## config.mk

```make
export PLATFORM = sky130hd
export DESIGN_NAME = bbce_exec
export DESIGN_NICKNAME = d
export VERILOG_FILES = /design/src/bbce_pkg.sv /design/src/bbce_bit_if.sv /design/src/bbce_bit_unit.sv /design/src/bbce_exec.sv
export SDC_FILE = /design/constraint.sdc
export NUM_CORES = 1
export LEC_CHECK = 0
export BUFFER_PORTS_ARGS = -buffer_cell sky130_fd_sc_hd__buf_2
export CORE_MARGIN = 2
export CORE_UTILIZATION = 52
export CTS_CLUSTER_SIZE = 20
export DETAILED_ROUTE_END_ITERATION = 12
export PLACE_DENSITY = 0.78
export SYNTH_ARGS = -nofsm -noshare
export SYNTH_HDL_FRONTEND = slang
export SYNTH_HIERARCHICAL = 1
export SYNTH_SLANG_ARGS = --single-unit
```

## constraint.sdc

```tcl
create_clock -name clk -period 2.94 [get_ports clk]
set_input_delay 0.735 -clock clk [delete_from_list [all_inputs] [get_ports clk]]
set_output_delay 0.735 -clock clk [all_outputs]
set_load 0.03 [all_outputs]
```

## src/bbce_pkg.sv

```systemverilog
// Constants and types shared by the branch, bit and control executor
package bbce_pkg;

    // ************************************************************
    // Widths and field positions
    // ************************************************************
    localparam int PC_W     = 12;
    localparam int DISP_LSB = 3;
    localparam int POL_POS  = 4;
    localparam int BIDX_LSB = 5;
    localparam int HI_LSB   = 4;

    // ************************************************************
    // Opcode encodings (first byte)
    // ************************************************************
    localparam logic [2:0] COND_NZ = 3'h0;
    localparam logic [2:0] COND_Z  = 3'h4;
    localparam logic [2:0] COND_NC = 3'h2;
    localparam logic [2:0] COND_C  = 3'h6;
    localparam logic [3:0] LO_BTB  = 4'h3;
    localparam logic [3:0] LO_BIT  = 4'hb;
    localparam logic [3:0] LO_CALL = 4'h1;
    localparam logic [3:0] LO_JUMP = 4'h9;
    localparam logic [3:0] LO_INH  = 4'hd;
    localparam logic [3:0] INH_NOP  = 4'h0;
    localparam logic [3:0] INH_RET  = 4'hc;
    localparam logic [3:0] INH_INTERRUPT_RETURN = 4'hd;
    localparam logic [3:0] INH_HALT = 4'h6;
    localparam logic [3:0] INH_IDLE = 4'he;

    // ************************************************************
    // Lengths, cycle counts and execution steps
    // ************************************************************
    localparam logic [1:0] LEN_ONE   = 2'h1;
    localparam logic [1:0] LEN_TWO   = 2'h2;
    localparam logic [1:0] LEN_THREE = 2'h3;
    localparam logic [2:0] CYC_SHORT = 3'h2;
    localparam logic [2:0] CYC_BTB   = 3'h5;
    localparam logic [2:0] CYC_BIT   = 3'h4;
    localparam logic [2:0] CYC_INH   = 3'h2;
    localparam logic [2:0] CYC_JMP   = 3'h4;
    localparam logic [2:0] STEP_READ = 3'h0;
    localparam logic [2:0] STEP_DATA = 3'h1;
    localparam logic [2:0] STEP_USE  = 3'h2;
    localparam logic [2:0] STEP_ONE  = 3'h1;

    // Displacements are relative to the branch plus these biases
    localparam logic [PC_W-1:0] SHORT_BIAS = 12'h001;
    localparam logic [PC_W-1:0] LONG_BIAS  = 12'h002;

    // ************************************************************
    // Types
    // ************************************************************
    typedef enum logic [1:0] {
        ST_IDLE = 2'b01,
        ST_RUN  = 2'b10
    } bbce_state_t;

    typedef enum logic [3:0] {
        OP_NONE, OP_SHORT, OP_BTB, OP_BIT, OP_CALL, OP_JUMP,
        OP_NOP, OP_RET, OP_INTERRUPT_RETURN, OP_HALT, OP_IDLE
    } bbce_op_t;

    function automatic logic [PC_W-1:0] sext5(input logic [4:0] d);
        return {{(PC_W-5){d[4]}}, d};
    endfunction

    function automatic logic [PC_W-1:0] sext8(input logic [7:0] d);
        return {{(PC_W-8){d[7]}}, d};
    endfunction

endpackage

```

## src/bbce_bit_if.sv

```systemverilog
// Carrier between the executor and its bit unit
`timescale 1ns/1ps
interface bbce_bit_if;
    logic       loadEn;
    logic [7:0] dataIn;
    logic [2:0] bitIdx;
    logic       setBit;
    logic [7:0] result;
    logic       testedBit;

    modport exec (
        output loadEn,
        output dataIn,
        output bitIdx,
        output setBit,
        input  result,
        input  testedBit
    );

    modport unit (
        input  loadEn,
        input  dataIn,
        input  bitIdx,
        input  setBit,
        output result,
        output testedBit
    );
endinterface

```

## src/bbce_bit_unit.sv

```systemverilog
// Bit unit: modifies or tests one bit of a data-space byte
`timescale 1ns/1ps
module bbce_bit_unit (
    input wire logic clk,
    input wire logic rst_n,
    bbce_bit_if.unit bu
);
    logic [7:0] mask;

    assign mask = 8'h01 << bu.bitIdx;

    // Only the selected bit changes; the rest passes through
    always_ff @(posedge clk or negedge rst_n) begin
        if (!rst_n) begin
            bu.result    <= 8'h00;
            bu.testedBit <= 1'b0;
        end else if (bu.loadEn) begin
            bu.result    <= bu.setBit ? (bu.dataIn | mask)
                                      : (bu.dataIn & ~mask);
            bu.testedBit <= bu.dataIn[bu.bitIdx];
        end
    end
endmodule

```

## src/bbce_exec.sv

```systemverilog
// Executor for branch, bit, control and jump/call instructions
`timescale 1ns/1ps
module bbce_exec (
    input  wire logic                     clk,
    input  wire logic                     rst_n,
    input  wire logic                     instrValid,
    input  wire logic [7:0]               instrByte0,
    input  wire logic [7:0]               instrByte1,
    input  wire logic [7:0]               instrByte2,
    input  wire logic [bbce_pkg::PC_W-1:0] instrPc,
    output logic                          instrReady,
    input  wire logic                     watchdogSel,
    input  wire logic                     intEntry,
    input  wire logic                     flagWe,
    input  wire logic                     flagZIn,
    input  wire logic                     flagCIn,
    output logic [7:0]                    dataAddr,
    output logic                          dataRd,
    input  wire logic [7:0]               dataRdata,
    output logic                          dataWe,
    output logic [7:0]                    dataWdata,
    output logic                          busy,
    output logic                          execDone,
    output logic [1:0]                    instrLen,
    output logic                          pcLoad,
    output logic [bbce_pkg::PC_W-1:0]     pcTarget,
    output logic                          pushReturn,
    output logic                          popReturn,
    output logic                          haltReq,
    output logic                          idleReq,
    output logic                          unknownOp,
    output logic                          zFlag,
    output logic                          cFlag
);

    // ************************************************************
    // Decode of the first byte
    // ************************************************************
    bbce_pkg::bbce_op_t decOp;
    logic [2:0]         decCycles;
    logic [1:0]         decLen;
    logic [3:0]         lo;
    logic [3:0]         hi;

    assign lo = instrByte0[3:0];
    assign hi = instrByte0[bbce_pkg::HI_LSB +: 4];

    always_comb begin
        decOp     = bbce_pkg::OP_NONE;
        decCycles = bbce_pkg::CYC_INH;
        decLen    = bbce_pkg::LEN_ONE;
        if (instrByte0[2:0] == bbce_pkg::COND_NZ
            || instrByte0[2:0] == bbce_pkg::COND_Z
            || instrByte0[2:0] == bbce_pkg::COND_NC
            || instrByte0[2:0] == bbce_pkg::COND_C) begin
            decOp     = bbce_pkg::OP_SHORT;
            decCycles = bbce_pkg::CYC_SHORT;
        end else if (lo == bbce_pkg::LO_BTB) begin
            decOp     = bbce_pkg::OP_BTB;
            decCycles = bbce_pkg::CYC_BTB;
            decLen    = bbce_pkg::LEN_THREE;
        end else if (lo == bbce_pkg::LO_BIT) begin
            decOp     = bbce_pkg::OP_BIT;
            decCycles = bbce_pkg::CYC_BIT;
            decLen    = bbce_pkg::LEN_TWO;
        end else if (lo == bbce_pkg::LO_CALL
                     || lo == bbce_pkg::LO_JUMP) begin
            decOp     = (lo == bbce_pkg::LO_CALL) ? bbce_pkg::OP_CALL
                                                  : bbce_pkg::OP_JUMP;
            decCycles = bbce_pkg::CYC_JMP;
            decLen    = bbce_pkg::LEN_TWO;
        end else if (lo == bbce_pkg::LO_INH) begin
            case (hi)
                bbce_pkg::INH_NOP:  decOp = bbce_pkg::OP_NOP;
                bbce_pkg::INH_RET:  decOp = bbce_pkg::OP_RET;
                bbce_pkg::INH_INTERRUPT_RETURN: decOp = bbce_pkg::OP_INTERRUPT_RETURN;
                bbce_pkg::INH_HALT: decOp = bbce_pkg::OP_HALT;
                bbce_pkg::INH_IDLE: decOp = bbce_pkg::OP_IDLE;
                default:            decOp = bbce_pkg::OP_NONE;
            endcase
        end
    end

    // ************************************************************
    // Sequencing
    // ************************************************************
    bbce_pkg::bbce_state_t stateQ;
    bbce_pkg::bbce_op_t    opQ;
    logic [2:0]            stepQ;
    logic [2:0]            lastQ;
    logic [1:0]            lenQ;
    logic                  polQ;
    logic                  takenQ;
    logic [bbce_pkg::PC_W-1:0] targetQ;
    logic [7:0]            addrQ;
    logic [2:0]            bidxQ;
    logic                  accept;
    logic                  running;
    logic                  lastStep;
    logic                  condHolds;

    // Declared early: the branch decision reads the tested bit
    bbce_bit_if bu ();

    assign instrReady = (stateQ == bbce_pkg::ST_IDLE);
    assign accept     = instrReady && instrValid
                        && decOp != bbce_pkg::OP_NONE;
    assign running    = (stateQ == bbce_pkg::ST_RUN);
    assign lastStep   = running && stepQ == lastQ;
    assign unknownOp  = instrReady && instrValid
                        && decOp == bbce_pkg::OP_NONE;

    always_comb begin
        case (instrByte0[2:0])
            bbce_pkg::COND_C:  condHolds = cFlag;
            bbce_pkg::COND_NC: condHolds = !cFlag;
            bbce_pkg::COND_Z:  condHolds = zFlag;
            default:           condHolds = !zFlag;
        endcase
    end

    always_ff @(posedge clk or negedge rst_n) begin
        if (!rst_n) begin
            stateQ <= bbce_pkg::ST_IDLE;
            stepQ  <= bbce_pkg::STEP_READ;
        end else begin
            case (stateQ)
                bbce_pkg::ST_IDLE: begin
                    if (accept) begin
                        stateQ <= bbce_pkg::ST_RUN;
                        stepQ  <= bbce_pkg::STEP_READ;
                    end
                end
                bbce_pkg::ST_RUN: begin
                    if (lastStep) begin
                        stateQ <= bbce_pkg::ST_IDLE;
                    end
                    stepQ <= stepQ + bbce_pkg::STEP_ONE;
                end
                default: stateQ <= bbce_pkg::ST_IDLE;
            endcase
        end
    end

    // Instruction fields are latched once so the fetch side may move on
    always_ff @(posedge clk or negedge rst_n) begin
        if (!rst_n) begin
            opQ   <= bbce_pkg::OP_NONE;
            lastQ <= bbce_pkg::STEP_READ;
            lenQ  <= bbce_pkg::LEN_ONE;
            polQ  <= 1'b0;
            addrQ <= 8'h00;
            bidxQ <= 3'h0;
        end else if (accept) begin
            opQ   <= decOp;
            lastQ <= decCycles - bbce_pkg::STEP_ONE;
            lenQ  <= decLen;
            polQ  <= instrByte0[bbce_pkg::POL_POS];
            addrQ <= instrByte1;
            bidxQ <= instrByte0[bbce_pkg::BIDX_LSB +: 3];
        end
    end

    // ************************************************************
    // Branch target and decision
    // ************************************************************
    always_ff @(posedge clk or negedge rst_n) begin
        if (!rst_n) begin
            targetQ <= 12'h000;
            takenQ  <= 1'b0;
        end else if (accept) begin
            case (decOp)
                bbce_pkg::OP_SHORT: begin
                    targetQ <= instrPc + bbce_pkg::SHORT_BIAS
                        + bbce_pkg::sext5(
                            instrByte0[bbce_pkg::DISP_LSB +: 5]);
                    takenQ  <= condHolds;
                end
                bbce_pkg::OP_BTB: begin
                    targetQ <= instrPc + bbce_pkg::LONG_BIAS
                        + bbce_pkg::sext8(instrByte2);
                    takenQ  <= 1'b0;
                end
                bbce_pkg::OP_CALL, bbce_pkg::OP_JUMP: begin
                    targetQ <= {instrByte0[bbce_pkg::HI_LSB +: 4],
                                instrByte1};
                    takenQ  <= 1'b1;
                end
                default: takenQ <= 1'b0;
            endcase
        end else if (running && opQ == bbce_pkg::OP_BTB
                     && stepQ == bbce_pkg::STEP_USE) begin
            // Polarity high means branch when the bit is set
            takenQ <= (bu.testedBit == polQ);
        end
    end

    // ************************************************************
    // Data-space access through the bit unit
    // ************************************************************
    logic bitOp;

    assign bitOp     = opQ == bbce_pkg::OP_BIT || opQ == bbce_pkg::OP_BTB;
    assign dataAddr  = addrQ;
    assign dataRd    = running && bitOp && stepQ == bbce_pkg::STEP_READ;
    assign bu.loadEn = running && bitOp && stepQ == bbce_pkg::STEP_DATA;
    assign bu.dataIn = dataRdata;
    assign bu.bitIdx = bidxQ;
    assign bu.setBit = polQ;
    // Write-back occurs only for set/clear; a test never disturbs memory
    assign dataWe    = running && opQ == bbce_pkg::OP_BIT
                       && stepQ == bbce_pkg::STEP_USE;
    assign dataWdata = bu.result;

    bbce_bit_unit i_bbce_bit_unit (
        .clk   (clk),
        .rst_n (rst_n),
        .bu    (bu)
    );

    // ************************************************************
    // Flags
    // ************************************************************
    logic zFlagQ;
    logic cFlagQ;
    logic savedZQ;
    logic savedCQ;

    assign zFlag = zFlagQ;
    assign cFlag = cFlagQ;

    always_ff @(posedge clk or negedge rst_n) begin
        if (!rst_n) begin
            savedZQ <= 1'b0;
            savedCQ <= 1'b0;
        end else if (intEntry) begin
            savedZQ <= zFlagQ;
            savedCQ <= cFlagQ;
        end
    end

    // Own updates win over the arithmetic side in the same cycle
    always_ff @(posedge clk or negedge rst_n) begin
        if (!rst_n) begin
            zFlagQ <= 1'b0;
            cFlagQ <= 1'b0;
        end else if (lastStep && opQ == bbce_pkg::OP_INTERRUPT_RETURN) begin
            zFlagQ <= savedZQ;
            cFlagQ <= savedCQ;
        end else if (running && opQ == bbce_pkg::OP_BTB
                     && stepQ == bbce_pkg::STEP_USE) begin
            cFlagQ <= bu.testedBit;
        end else if (flagWe) begin
            zFlagQ <= flagZIn;
            cFlagQ <= flagCIn;
        end
    end

    // ************************************************************
    // Completion outputs
    // ************************************************************
    logic haltOp;

    assign haltOp     = lastStep && opQ == bbce_pkg::OP_HALT;
    assign busy       = running;
    assign execDone   = lastStep;
    assign instrLen   = lenQ;
    assign pcTarget   = targetQ;
    assign pcLoad     = lastStep && takenQ;
    assign pushReturn = lastStep && opQ == bbce_pkg::OP_CALL;
    assign popReturn  = lastStep && (opQ == bbce_pkg::OP_RET
                                     || opQ == bbce_pkg::OP_INTERRUPT_RETURN);
    // Halt is unsafe with the watchdog running, so idle stands in
    assign haltReq    = haltOp && !watchdogSel;
    assign idleReq    = (lastStep && opQ == bbce_pkg::OP_IDLE)
                        || (haltOp && watchdogSel);

endmodule

```

==> results.md <==
| Result | Value |
|:---|:---|
| Ratio of total power to cell area | 702 nW/µm² |
| Cts repair resizes | 0 |
| HPWL after detailed placement | 7.69 mm |
| Data arrival time of the critical path | 2130 ps |
| Sw Pwr | 1.53 mW |
| Hold wc startpoint | instrLen[0] |
| Total CTS buffers | 5 |
| Number of synthesized flops with an enable pin | 0 |
| Antenna violations before repair | 1 |
| Number of rows created at floorplan | 32 |
| Highest achievable clock rate | 0.349 GHz |
| Number of distinct library cells after synthesis | 68 |
| Slew at the pin with the worst max-slew slack | 791 ps |
| Slew margin rel. | 0.469 |
| DIE AREA | 8620 µm² |
| Clock power share | 0.121 |
| Proportion of power drawn by combinational gates | 0.504 |
| RSZ-0062 raised after global routing | true |
| Count of max-cap constraint violations | 0 |
| Max clock buf depth | 2 |
| Syn. warnings | 6 |
| Shortest clock period the worst path allows after layout | 2870 ps |
| Instance count along the most critical hold path | 2 |
| Type of the worst min-delay path | flop to flop |
| Share of total power consumed by net switching | 0.451 |
| Critical Setup Path Class | input port to output port |
| Critical Path RT | 2200 ps |
| Synth-to-Final Area Change | 17.6% |
| Total of buffers placed on input and output ports | 94 |
| Setup WS pre-CTS | -198 ps |
| Total Power Consumption | 3.39 mW |
| Source-to-sink clock delay at the later pin of the worst-skew pair | 300 ps |
| Netlist area before placement | 4110 µm² |
| Final count of negative-setup-slack endpoints | 0 |
| Synth Instances | 432 |
| R2r worst-path depth | 6 |
| Largest clock skew in the final design | 7.61 ps |
| DRC violation count after routing | 0 |
| Register-to-Register Setup Slack | 880 ps |
| Crit path max fanout | 8 |
| Final non-filler cell area | 4830 µm² |
| End point of the worst hold path | instrLen[0] |
| Most numerous cell in the Yosys netlist | sky130_fd_sc_hd__dfrtp_1 |
| First-pass GRT wire length | 16.0 mm |
| Number of H-tree branching levels | 2 |
| CTS Root Cell | sky130_fd_sc_hd__clkbuf_8 |
| Share of synthesized registers carrying an async set or reset | 1.00 |
| Residual overflow from global routing | 0 |
| Maximum number of pins on one net before global-route repair | 53 |
| Sequential element share of the synthesized area | 0.317 |
| Static leakage power | 2.33 nW |
| Post-route insts no fill | 639 |
| Number of hold buffers added after cts | 0 |
| Number of storage elements in the synthesis netlist | 52 |
| Final period util | 0.976 |
| Synthesized area per cell | 9.51 µm² |
| Top cells by area, synth | sky130_fd_sc_hd__dfrtp_1, sky130_fd_sc_hd__ha_1, sky130_fd_sc_hd__a21oi_1, sky130_fd_sc_hd__mux2_4, sky130_fd_sc_hd__mux2i_1 |
| Setup crit start kind | input port |
| Worst-case setup margin in the final layout | 71.7 ps |
| Total routing usage reported by global routing | 0.231 |
| Critical path capture point type | output port |
| Number of placed instances, taps included | 630 |
| Worst R2R End | i_bbce_bit_unit/bu.result[6] |
| CORE AREA | 7690 µm² |
| Total via count in the routed design | 3650 |
| Instance area at placement | 4730 µm² |
| Count of endpoints failing hold in the final timing report | 0 |
| Internal Dissipation | 1.86 mW |
| Net count after synthesis | 524 |
| Part of the total power dissipated in sequential elements | 0.375 |
| CTS tree | done |
| Routed length per placed instance | 15.5 µm |
| Post-CTS setup buffers | 0 |
| Layout Nets | 627 |
| Proportion of layout cells with a drive suffix above 1 | 0.302 |
| Smallest hold slack | 497 ps |
| Most used flip-flop cell after synthesis | sky130_fd_sc_hd__dfrtp_1 |
| Worst vdd ir | 0.396 mV |
| Starting density of the core | 0.534 |
| Number of vias per cell after detailed routing | 5.71 |
| Final wirelength | 9.88 mm |
| RD Place Congestion | 0.888 |
| Clock-pin slew of the registers on the worst-case setup and hold paths | 90 ps |
| Top cell types by occurrence after synthesis | sky130_fd_sc_hd__dfrtp_1, sky130_fd_sc_hd__a21oi_1, sky130_fd_sc_hd__ha_1 |
| Vias in the first global route | 3446 |
| Count of boundary I/O pins | 95 |
| Run status | completed |
| Total count of max-transition violations in the final report | 0 |
| Horizontal die dimension | 92.9 µm |
| Yosys top cell by area | sky130_fd_sc_hd__dfrtp_1 |
| Iteration count of the initial detailed-routing pass | 5 |
| Remaining number of nets flagged by the antenna check after routing | 0 |
| Violation count after the first detailed-route iteration | 143 |
| Die height | 92.9 µm |
| Startpoint of the most critical register-to-register path | stateQ[0] |
| Top cell type's share of synthesized area | 0.305 |
| CTS sink count | 52 |
[cells in the final DEF, fill, tap and decap left out, types with 3 or more instances in the layout]
cell	count
sky130_fd_sc_hd__a211o_1	4
sky130_fd_sc_hd__a211oi_1	5
sky130_fd_sc_hd__a21boi_0	3
sky130_fd_sc_hd__a21o_1	7
sky130_fd_sc_hd__a21oi_1	40
sky130_fd_sc_hd__a221oi_1	3
sky130_fd_sc_hd__a22oi_1	5
sky130_fd_sc_hd__a31oi_1	7
sky130_fd_sc_hd__and2_1	4
sky130_fd_sc_hd__and3_1	4
sky130_fd_sc_hd__buf_2	94
sky130_fd_sc_hd__buf_4	22
sky130_fd_sc_hd__clkbuf_8	5
sky130_fd_sc_hd__dfrtp_1	50
sky130_fd_sc_hd__ha_1	38
sky130_fd_sc_hd__inv_1	20
sky130_fd_sc_hd__mux2_2	7
sky130_fd_sc_hd__mux2_4	10
sky130_fd_sc_hd__mux2i_1	15
sky130_fd_sc_hd__nand2_1	31
sky130_fd_sc_hd__nand2b_1	7
sky130_fd_sc_hd__nand3_1	5
sky130_fd_sc_hd__nand3b_1	4
sky130_fd_sc_hd__nor2_1	37
sky130_fd_sc_hd__nor2b_1	6
sky130_fd_sc_hd__nor3_1	3
sky130_fd_sc_hd__nor3_2	3
sky130_fd_sc_hd__nor3b_2	3
sky130_fd_sc_hd__nor4_1	4
sky130_fd_sc_hd__o211ai_1	4
sky130_fd_sc_hd__o21ai_0	13
sky130_fd_sc_hd__o21ai_1	8
sky130_fd_sc_hd__xnor2_1	11
sky130_fd_sc_hd__xor2_1	9
[per-stage QoR]
step | utilization | TNS, ps
global placement | 0.615 | -259
finish | 0.628 | 0
global route | 0.628 | -7.91
floorplan | - | 0
CTS | 0.626 | 0
detailed placement | 0.615 | -342
[layout make-up]
class | instances | area [µm²]
antenna | 1 | 2.50
multi-input combinational | 339 | 2600
timing repair buffer | 116 | 636
tap | 102 | 128
inverter | 21 | 78.8
fill | 686 | 2860
sequential | 52 | 1300
clock buffer | 6 | 72.6
clock inverter | 2 | 12.5
[flip-flops by register name (all words and copies together), names as in the netlist, 2 cells and up]
signal                     count
bidxQ                          3
dataAddr                       8
i_bbce_bit_unit/bu.result      8
instrLen                       2
lastQ                          3
opQ                            4
pcTarget                      12
stateQ                         2
stepQ                          3
[worst max-delay path: stages]
cell and delay [ps]:
sky130_fd_sc_hd__buf_2 160, sky130_fd_sc_hd__or3_1 370, sky130_fd_sc_hd__a221oi_2 250, sky130_fd_sc_hd__o21ai_0 100, sky130_fd_sc_hd__nor2b_1 150, sky130_fd_sc_hd__and3b_1 180, sky130_fd_sc_hd__buf_2 170
[worst max-delay path by stage]
| stage | startpoint | cells past startpoint | slack [ps] | end |
|---|---|---|---|---|
| 3_5_place_dp | instrPc[1] | 12 | -200 | pcTarget[11] |
| 3_3_place_gp | instrPc[1] | 12 | -150 | pcTarget[11] |
| 6_report | instrByte0[7] | 7 | 70 | unknownOp |
| 4_1_cts | instrByte0[7] | 7 | 40 | unknownOp |
| 5_1_grt | instrByte0[7] | 7 | -8 | unknownOp |
| 2_1_floorplan | instrByte2[1] | 11 | 30 | pcTarget[11] |
[routing by layer]
metal | share of wire | track usage | wire (µm)
met1 | 0.44 | 0.303 | 4380
met2 | 0.48 | 0.396 | 4710
met3 | 0.055 | 0.0277 | 540
met4 | 0.025 | 0.0772 | 250
met5 | 0 | 0 | 0
[power by group through the flow]
stage / sequential [mW] / clock, mW / combinational (mW)
finish: 1.27 / 0.410 / 1.71
global route: 1.31 / 0.450 / 1.86
global placement: 1.26 / 0 / 1.68
floorplan: 1.52 / 0 / 1.04
CTS: 1.27 / 0.418 / 1.72
detailed placement: 1.28 / 0 / 1.72
[logic make-up after synthesis]
family          count (synthesis)  synth area share
simple gates                  128             0.170
compound gates                118             0.189
flops                          52             0.317
buf+inv                        41            0.0573
fa+ha+maj                      40             0.126
mux                            33            0.0978
xor+xnor                       20            0.0427
No activity file was read; power rests on OpenSTA's default activity.
